$ cat src/design/ccr_pkg.sv
// Constants and types for the channel calibration register bank
// Function
// - Address 0xa holds offset bits 23..8
// - Address 0xb: offset low byte, reserved zero
// - Address 0xc holds gain bits, resets 0x8000
// - Address 0xd: gain low byte, reserved zero
// - Offset high reads zero after reset
// - Address 0xe channel config resets zero
package ccr_pkg;
  localparam int          CCR_AW         = 4;
  localparam int          CCR_DW         = 16;
  localparam int          CCR_CW         = 24;
  localparam int          CCR_BYTE       = 8;
  localparam logic [3:0]  CCR_OFS_HIGH   = 4'ha;
  localparam logic [3:0]  CCR_OFS_LOW    = 4'hb;
  localparam logic [3:0]  CCR_GAIN_HIGH  = 4'hc;
  localparam logic [3:0]  CCR_GAIN_LOW   = 4'hd;
  localparam logic [3:0]  CCR_SECOND_CHANNEL_CONFIG    = 4'he;
  localparam logic [15:0] CCR_OFS_HIGH_RST  = 16'h0000;
  localparam logic [7:0]  CCR_LOW_BYTE_RST  = 8'h00;
  localparam logic [15:0] CCR_GAIN_HIGH_RST = 16'h8000;
  localparam logic [15:0] CCR_SECOND_CHANNEL_CONFIG_RST   = 16'h0000;
  localparam logic [7:0]  CCR_RSVD_BYTE     = 8'h00;
  localparam logic [15:0] CCR_UNMAPPED      = 16'h0000;

  typedef struct packed {
    logic [3:0]  addr;
    logic [15:0] wdata;
    logic        wr;
    logic        rd;
  } ccr_req_s;

  typedef struct packed {
    logic [15:0] offset_word_upper;
    logic [7:0]  offset_word_lower;
    logic [15:0] gain_word_upper;
    logic [7:0]  gain_word_lower;
    logic [15:0] second_channel_config;
    logic [15:0] rdata;
  } ccr_state_s;
endpackage

$ cat src/design/ccr_low_reg.sv
// Least-significant calibration register: upper byte stored, low byte reserved
`timescale 1ns/100ps
module ccr_low_reg
  import ccr_pkg::*;
(
  input  wire logic       ref_clk_in,
  input  wire logic       rst_n_in,
  input  wire logic       wr_in,
  input  wire logic [15:0] wdata_in,
  output logic      [7:0] byte_out,
  output logic      [15:0] view_out
);
  logic [7:0] byte_reg;
  logic [7:0] byte_next;

  always_comb begin
    byte_next = byte_reg;
    if (wr_in) begin
      byte_next = wdata_in[CCR_DW-1:CCR_BYTE]; // Low byte dropped
    end
  end

  always_ff @(posedge ref_clk_in or negedge rst_n_in) begin
    if (!rst_n_in) begin
      byte_reg <= CCR_LOW_BYTE_RST;
    end else begin
      byte_reg <= byte_next;
    end
  end

  assign byte_out = byte_reg;
  assign view_out = {byte_reg, CCR_RSVD_BYTE};
endmodule

$ cat src/design/ccr_regs.sv
// Channel calibration register bank with plain register port
//
// Implementation choice: the strobed register port.
`timescale 1ns/100ps
module ccr_regs
  import ccr_pkg::*;
(
  input  wire logic        ref_clk_in,
  input  wire logic        rst_n_in,
  input  wire logic [3:0]  addr_in,
  input  wire logic [15:0] wdata_in,
  input  wire logic        wr_in,
  input  wire logic        rd_in,
  output logic      [15:0] rdata_out,
  output logic      [23:0] offset_word_out,
  output logic      [23:0] gain_word_out,
  output logic      [15:0] second_channel_config_out
);
  ccr_req_s   req;
  ccr_state_s st_reg;
  ccr_state_s st_next;
  logic [7:0]  ofs_lo;
  logic [7:0]  gain_lo;
  logic [15:0] ofs_lo_view;
  logic [15:0] gain_lo_view;
  logic        ofs_lo_wr;
  logic        gain_lo_wr;

  assign req = '{addr: addr_in, wdata: wdata_in, wr: wr_in, rd: rd_in};
  assign ofs_lo_wr  = req.wr && (req.addr == CCR_OFS_LOW);
  assign gain_lo_wr = req.wr && (req.addr == CCR_GAIN_LOW);

  ccr_low_reg u_ofs_low (
    .ref_clk_in (ref_clk_in),
    .rst_n_in   (rst_n_in),
    .wr_in      (ofs_lo_wr),
    .wdata_in   (req.wdata),
    .byte_out   (ofs_lo),
    .view_out   (ofs_lo_view)
  );

  ccr_low_reg u_gain_low (
    .ref_clk_in (ref_clk_in),
    .rst_n_in   (rst_n_in),
    .wr_in      (gain_lo_wr),
    .wdata_in   (req.wdata),
    .byte_out   (gain_lo),
    .view_out   (gain_lo_view)
  );

  always_comb begin
    st_next = st_reg;
    st_next.offset_word_lower = ofs_lo;
    st_next.gain_word_lower   = gain_lo;
    if (req.wr) begin
      unique case (req.addr)
        CCR_OFS_HIGH:  st_next.offset_word_upper = req.wdata;
        CCR_GAIN_HIGH: st_next.gain_word_upper = req.wdata;
        CCR_SECOND_CHANNEL_CONFIG:   st_next.second_channel_config = req.wdata;
        default: ;
      endcase
    end
    st_next.rdata = CCR_UNMAPPED;
    if (req.rd) begin
      unique case (req.addr)
        CCR_OFS_HIGH:  st_next.rdata = st_reg.offset_word_upper;
        CCR_OFS_LOW:   st_next.rdata = ofs_lo_view;
        CCR_GAIN_HIGH: st_next.rdata = st_reg.gain_word_upper;
        CCR_GAIN_LOW:  st_next.rdata = gain_lo_view;
        CCR_SECOND_CHANNEL_CONFIG:   st_next.rdata = st_reg.second_channel_config;
        default:       st_next.rdata = CCR_UNMAPPED;
      endcase
    end
  end

  always_ff @(posedge ref_clk_in or negedge rst_n_in) begin
    if (!rst_n_in) begin
      st_reg.offset_word_upper     <= CCR_OFS_HIGH_RST;
      st_reg.offset_word_lower     <= CCR_LOW_BYTE_RST;
      st_reg.gain_word_upper       <= CCR_GAIN_HIGH_RST;
      st_reg.gain_word_lower       <= CCR_LOW_BYTE_RST;
      st_reg.second_channel_config <= CCR_SECOND_CHANNEL_CONFIG_RST;
      st_reg.rdata                 <= CCR_UNMAPPED;
    end else begin
      st_reg <= st_next;
    end
  end

  // Lower bytes mirror the leaf registers one cycle late; outputs use leaf copies
  assign rdata_out                 = st_reg.rdata;
  assign offset_word_out           = {st_reg.offset_word_upper, ofs_lo};
  assign gain_word_out             = {st_reg.gain_word_upper, gain_lo};
  assign second_channel_config_out = st_reg.second_channel_config;
endmodule

$ cat config.mk
export PLATFORM = sky130hd
export DESIGN_NAME = ccr_regs
export DESIGN_NICKNAME = d
export VERILOG_FILES = /design/src/design/ccr_pkg.sv /design/src/design/ccr_low_reg.sv /design/src/design/ccr_regs.sv
export SDC_FILE = /design/constraint.sdc
export NUM_CORES = 1
export LEC_CHECK = 0
export ABC_CLOCK_PERIOD_IN_PS = 1280
export BUFFER_PORTS_ARGS = -buffer_cell sky130_fd_sc_hd__buf_2
export CORE_MARGIN = 4
export CORE_UTILIZATION = 52
export DETAILED_ROUTE_END_ITERATION = 10
export PLACE_DENSITY = 0.87
export REMOVE_ABC_BUFFERS = 1
export SYNTH_ARGS = -nofsm -noshare
export SYNTH_HDL_FRONTEND = slang
export SYNTH_SLANG_ARGS = --single-unit
$ cat constraint.sdc
create_clock -name ref_clk_in -period 1.28 [get_ports ref_clk_in]
set_input_delay 0.064 -clock ref_clk_in [delete_from_list [all_inputs] [get_ports ref_clk_in]]
set_output_delay 0.064 -clock ref_clk_in [all_outputs]
set_load 0.02 [all_outputs]
=== Word-level counts from Yosys, hierarchy flattened ===
Cells that the tools add are included.

* Register bits after elaboration: 80
* Latch bits: 0
* RAM bits: 0
* Memory bits (read-only): 0
* Bits of input ports: 24
* Output and inout port bits: 80
* Memories kept: 0

* Add/subtract/negate cells: 0
* Multiply operators: 0
* Div/mod/pow operators: 0
* Magnitude comparators: 0
* Equal/unequal tests: 5
* Shift operators: 0
* Multiplexer cells: 2
* Bitwise gates (word level): 0
* Reductions and logical operators: 5

{| class="wikitable"
|+ Operators with widths
! kind !! number
|-
| $pmux 16 s5 || 1
|-
| $eq 4x4->1 const B || 5
|-
| $mux 16 || 1
|-
| $reduce_and 2->1 || 3
|-
| $logic_and 1x1->1 || 2
|}

=== Depth between registers and ports, before layout ===
Gate-level depths: netlist (run 1).

* Depth in word-level cells: 3
* Gate-level depth with buffers: 5
* Gate-level depth less buffers: 3

=== Cells and area by module ===
A second synthesis (run 1) with hierarchy kept.

* Cell total of the unflattened synthesis: 311
* Area total of the unflattened synthesis: 4111.4 um^2

{| class="wikitable"
|+ Modules (own cells, without submodules)
! module !! times used !! cells each !! area an instance (um^2) !! sequential area each (um^2)
|-
| ccr_regs || 1 || 243 || 3200.6 || 1602.8
|-
| ccr_low_reg || 2 || 34 || 455.4 || 200.2
|}

=== Least setup slack after synthesis (run 1) ===
Ideal clock, no wire load.

* Path kind: input to register
* Start: input addr_in[0]
* End: register st_reg (netlist bit offset_word_out[13])
* Arrival: 1195 ps
* Required time: 1155 ps
* Setup slack: -40 ps
* Stages on the path: 5
* Buffers on the path: 2
* Cell sequence: buf_2 > nand2b_1 > nor2_2 > buf_4 > mux2_2

* Word-level cells in the longest chain between the ends: 2

{| class="wikitable"
|+ RTL lines
! element !! RTL line !! RTL
|-
| start, declared || ccr_regs.sv:10 || <nowiki>input wire logic [3:0] addr_in,</nowiki>
|-
| $eq 4x4->1 || ccr_regs.sv:56 || <nowiki>unique case (req.addr)</nowiki>
|-
| $reduce_and 2->1 (no source line) || - ||
|-
| end signal, assigned || ccr_regs.sv:85 || <nowiki>st_reg <= st_next;</nowiki>
|-
| end, declared || ccr_regs.sv:20 || <nowiki>ccr_state_s st_reg;</nowiki>
|}

Every way passes these cells.
A chain may end at the register's enable or synchronous reset.

=== Worst setup path in the final report (run 1) ===
* Start: register st_reg (netlist bit gain_word_out[23])
* End: output gain_word_out[23]

{| class="wikitable"
|+ RTL lines
! element !! RTL line !! RTL
|-
| end, declared || ccr_regs.sv:16 || <nowiki>output logic [23:0] gain_word_out,</nowiki>
|}

No word-level cell between the ends.

==> results of run 1 <==
-- layer usage --
metal / part of all wire / track usage / vias to the layer above
met4: 0.011 / 0.0829 / 0
met3: 0.060 / 0.0599 / 9
li1: - / - / 1212
met2: 0.50 / 0.365 / 78
met1: 0.43 / 0.309 / 1299
met5: 0 / 0 / -
-- final timing paths --
| kind | startpoint | endpoint |
|---|---|---|
| min in group asynchronous | rst_n_in | rdata_out[9]$_DFF_PN0_ |
| min reg2reg | second_channel_config_out[2]$_DFFE_PN0P_ | second_channel_config_out[2]$_DFFE_PN0P_ |
| max | gain_word_out[23]$_DFFE_PN1P_ | gain_word_out[23] |
| max reg2reg | offset_word_out[22]$_DFFE_PN0P_ | rdata_out[14]$_DFF_PN0_ |
| max in group asynchronous | rst_n_in | gain_word_out[23]$_DFFE_PN1P_ |
| min | wdata_in[13] | u_gain_low.byte_out[5]$_DFFE_PN0P_ |
-- cell usage after synthesis, drive strengths merged --
master | n | area share
dfrtp | 79 | 0.54
mux2 | 76 | 0.24
buf | 24 | 0.049
a21oi | 12 | 0.016
a22oi | 12 | 0.025
and3b | 10 | 0.024
nand3b | 9 | 0.019
clkbuf | 8 | 0.0082
nor2 | 7 | 0.0093
nand2 | 6 | 0.0062
a21o | 4 | 0.0082
mux2i | 4 | 0.011
o21ai | 4 | 0.0055
or3 | 4 | 0.0069
nand3 | 2 | 0.0041
and4b | 1 | 0.0027
dfstp | 1 | 0.0072
nand2b | 1 | 0.0017
nor2b | 1 | 0.0017
nor3 | 1 | 0.0027
nor4bb | 1 | 0.0027
o2111ai | 1 | 0.0024
or3b | 1 | 0.0024
-- where the power goes --
| part | internal [uW] | leakage [uW] | switching, uW |
|---|---|---|---|
| sequential | 3020 | 0.00101 | 382 |
| combinational | 965 | 0.00123 | 1180 |
| clock | 946 | 0.000100 | 857 |
-- layout by cell type (no fill, tap or decap), drive strengths merged, types with 7 or more instances in the layout --
master,instances
a22oi,12
nand3b,9
clkbuf,12
and3b,10
dfrtp,79
mux2,76
dlygate4sd3,16
buf,133
a21oi,12
nor2,7
-- final cells by class --
type,instances,area (sq um)
antenna,1,2.50
clock buffer,12,145
clock inverter,4,45.0
fill,501,2030
multi-input combinational,157,1460
sequential,80,2000
tap,96,120
timing repair buffer,149,991
-- cell families (layout without fill, tap and decap cells) --
logic type	after synthesis	after routing	synth area share
flip-flops	80	80	0.549
buffers and inverters	32	165	0.0569
AND/OR/NAND/NOR	44	44	0.0830
AO/OA/AOI/OAI	33	33	0.0573
other	0	1	0
multiplexers	80	80	0.254
-- through the flow --
step                TNS, ns  cell area, sq um  worst slack, ns  hold slack (ns)   util
global placement      -1.00              4410          -0.0857          -0.0128  0.649
CTS                       0              4760            0.147         0.000692  0.701
detailed placement    -1.28              4410          -0.0937          -0.0122  0.649
global route              0              4760            0.120           0.0112  0.701
floorplan            -0.965              3440          -0.0629           -0.232      -
finish                    0              4760            0.165           0.0103  0.701
-- sequential cells by signal, indices dropped and copies added, names as in the netlist --
register                   flops
gain_word_out                 16
second_channel_config_out     16
offset_word_out               16
u_ofs_low.byte_out             8
u_gain_low.byte_out            8
rdata_out                     16
-- repair_timing --
action                    4_1_cts  5_1_grt
hold buffers                   16        0
hold endpoints to repair      115        0
gates resized for setup         0        0
==> results.toml, run 1 <==
[outcome]
status = "completed"

[power]
p_per_area_mw_per_mm2 = 1540
ir_drop_mv = 0.939
leakagePower_uw = 0.00233
finalPower_uw = 7350

[floorplan]
dieHeight_microns = 91.8
core_sq_mm = 0.00679
row_count = 30
dieArea_sq_mm = 0.00842
io_pins = 104
die_width_microns = 91.8
start_util = 0.537

[setup_path]
cp_top_family = "flip-flops"
crit_buf_inv = 1
crit_fanout = 3
end_kind = "output port"
worstPathCellList = "buf_2"
ff2ff_path_depth = 3
timing_worst_setup_path_type = "reg -> out"
critical_path_arrival_ns = 1.05
worst-path-stages = 1
cp_slowest_stage_delay_ns = 0.55
cp-start-kind = "register"
rrSetupSlack_ns = 0.23
critPathSlowestCell = "dfstp_2"
cp.required_ns = 1.22

[routing]
drc = 0
vias = 2598
finalWirelength_mm = 8.96
drtIter0Drc = 110
ant_nets = 0
drt_first_pass_iters = 4
wl_per_cell_microns = 18.0
via_per_inst = 5.21

[clocking]
cts_buffer_depth = 2
cts_tree = "done"
cts-buffers-inserted = 9
postCtsSetupBuffers = 0
clk_pin_slew_worst_paths_ns = 0.08
root_buffer = "clkbuf_8"
htreeDepth = 3
insertion_delay_ns = 0.35
clock_sinks = 80

[sta]
fin_skew_ns = 0.0139
fin_crit_sh = 0.871
drv_slew = 0
rsz0062_at_grt = "no"
relSlewSlack = 0.752
max_freq_ghz = 0.897
final_hold_viol_count = 0
setup-violations-final = 0
period_minus_slack_ns = 1.12
worst_pin_slew_ns = 0.372

[placed_design]
dp_hpwl_mm = 6.37
portBuffers = 103
gp_congestion = 0.841
dp.cells = 466

[layout]
layout-drive-gt1-share = 0.575
area_delta_synth_final_pct = 30.6
nNetsFinal = 421
instances_no_fill = 499

[synth]
synth-warning-count = 0
ys_ff_latch = 80
ys_types = 28
synthesis.area_sq_mm = 0.00365
netlist_instances = 269
syn_avg_cell_area_sq_um = 13.6
seq_area_frac_synth = 0.549

[grt]
grt_pass1_vias = 2868
grt_max_degree = 34
antenna_found_initial = 1
grt_usage = 0.231
grt_pass1_wl_mm = 15.2
grt-ovfl-total = 0

[job]
drv_cap = 0

[worst_hold_path]
hold_path_depth = 2
hp-class = "in -> reg"
Note: power is estimated with default switching activity, not from simulation.
==> run 2, diff against run 1 <==
--- a/config.mk
+++ b/config.mk
@@ -8,9 +8,9 @@
 export ABC_CLOCK_PERIOD_IN_PS = 1280
 export BUFFER_PORTS_ARGS = -buffer_cell sky130_fd_sc_hd__buf_2
 export CORE_MARGIN = 4
-export CORE_UTILIZATION = 52
+export CORE_UTILIZATION = 46
 export DETAILED_ROUTE_END_ITERATION = 10
-export PLACE_DENSITY = 0.87
+export PLACE_DENSITY = 0.79
 export REMOVE_ABC_BUFFERS = 1
 export SYNTH_ARGS = -nofsm -noshare
 export SYNTH_HDL_FRONTEND = slang
==> run 2 against run 1 <==
Clock skew decreased by 0.0031 ns. Register-to-register slack hardly changed. Global-route usage decreased by 3.6 points.
==> results.toml, run 2 (synthesis gave the netlist of run 1 again) <==
[grt]
grt_pass1_wl_mm = 14.5
grt-ovfl-total = 0
grt_pass1_vias = 2707
grt_usage = 0.195
grt_max_degree = 81
antenna_found_initial = 0

[setup_path]
cp_slowest_stage_delay_ns = 0.55
timing_worst_setup_path_type = "reg -> out"
rrSetupSlack_ns = 0.23
cp_top_family = "flip-flops"
cp-start-kind = "register"
worstPathCellList = "buf_2"
crit_fanout = 3
r2r-start = "u_ofs_low.byte_out[3]$_DFFE_PN0P_"
end_kind = "output port"
ff2ff_path_depth = 3
cp.required_ns = 1.22
critPathSlowestCell = "dfstp_2"
reg2reg_to = "rdata_out[11]$_DFF_PN0_"
critical_path_arrival_ns = 1.06
crit_buf_inv = 1

[placed_design]
portBuffers = 103
gp_congestion = 0.811
dp_hpwl_mm = 6.26
dp_slack_ns = -0.0385

[routing]
ant_nets = 0
wl_per_cell_microns = 17.8
finalWirelength_mm = 8.86
drt_first_pass_iters = 4
drtIter0Drc = 71
vias = 2594
drc = 0
via_per_inst = 5.22

[sta]
timing.final.ws_setup_ns = 0.152
rsz0062_at_grt = "no"
hold_ws_ns = 0.0120
fin_crit_sh = 0.881
worst_pin_slew_ns = 0.436
fin_skew_ns = 0.0107
relSlewSlack = 0.709
tns_ns = 0
period_minus_slack_ns = 1.13
drv_slew = 0
max_freq_ghz = 0.887
final_hold_viol_count = 0
setup-violations-final = 0

[clocking]
root_buffer = "clkbuf_8"
ctsResizeCount = 0
clock_sinks = 80
clk_pin_slew_worst_paths_ns = 0.08
cts_buffer_depth = 2
htreeDepth = 3
cts_tree = "done"
cts-buffers-inserted = 9
insertion_delay_ns = 0.35
postCtsSetupBuffers = 0

[floorplan]
row_count = 32
core_sq_mm = 0.00773
dieHeight_microns = 97.1
dieArea_sq_mm = 0.00942
die_width_microns = 97.1
start_util = 0.472
io_pins = 104

[layout]
final_util = 0.606
layout-drive-gt1-share = 0.577
nNetsFinal = 415
nFillCells = 629
final_common_cell = "buf_2"
mostFrequentLayoutCells = "buf_2, dfrtp_1, mux2_2"
diodes = 0
area_delta_synth_final_pct = 28.4

[power]
leakagePower_uw = 0.00230
p_per_area_mw_per_mm2 = 1610
finalPower_uw = 7560
ir_drop_mv = 1.01

[outcome]
status = "completed"

[worst_hold_path]
hp-class = "in -> reg"
hold_path_depth = 2
hold_start = "wdata_in[10]"
worstHoldEndpoint = "u_gain_low.byte_out[2]$_DFFE_PN0P_"

[job]
drv_cap = 0
[run 2: cell types whose count changed in the layout (fill, tap and decap cells not counted), moves of 2 or more]
cell,change
buf_4,+2
clkinv_2,-2
buf_12,-5
dlygate4sd3_1,-3
[run 2: through the flow]
step                      instance area, sq um  std cells
final                                     4680        497
after global routing                      4680        497
after CTS                                 4680        497
after detailed placement                  4330        469
after global placement                    4330        469
after floorplan                           3440        237
[run 2: area by class of cell]
| cell class | instances | area (sq um) | share of cell area |
|---|---|---|---|
| sequential | 80 | 2000 | 0.428 |
| multi-input combinational | 157 | 1460 | 0.311 |
| timing repair buffer | 143 | 876 | 0.187 |
| clock buffer | 12 | 155 | 0.0331 |
| tap | 102 | 128 | 0.0273 |
| clock inverter | 3 | 65.1 | 0.0139 |
[run 2: worst max path at each step]
stage	start	depth (start not counted)	slack (ns)	endpoint
final	gain_word_out[23]$_DFFE_PN1P_	1	0.15	gain_word_out[23]
after CTS	gain_word_out[23]$_DFFE_PN1P_	1	0.14	gain_word_out[23]
after global routing	gain_word_out[23]$_DFFE_PN1P_	1	0.11	gain_word_out[23]
after global placement	addr_in[0]	5	-0.03	offset_word_out[17]$_DFFE_PN0P_
after floorplan	wr_in	3	-0.06	gain_word_out[10]$_DFFE_PN0P_
after detailed placement	addr_in[0]	5	-0.04	second_channel_config_out[2]$_DFFE_PN0P_
[run 2: routing by layer]
layer / track usage / vias up / part of all wire / routed length [microns]
li1: - / 1191 / - / -
met1: 0.259 / 1313 / 0.45 / 3980
met2: 0.303 / 82 / 0.47 / 4190
met3: 0.0589 / 8 / 0.065 / 580
met4: 0.0713 / 0 / 0.012 / 107
met5: 0 / - / 0 / 0
[run 2: where the power goes]
part | internal, uW | switching, uW
Sequential | 3020 | 377
Clock | 1190 | 868
Combinational | 938 | 1170
Total | 5150 | 2410
[run 2: timing repair]
| action | 4_1_cts | 5_1_grt |
|---|---|---|
| endpoints found under the setup margin | 0 | 0 |
| endpoints found under the hold margin | 117 | 0 |
| hold buffers | 13 | 0 |
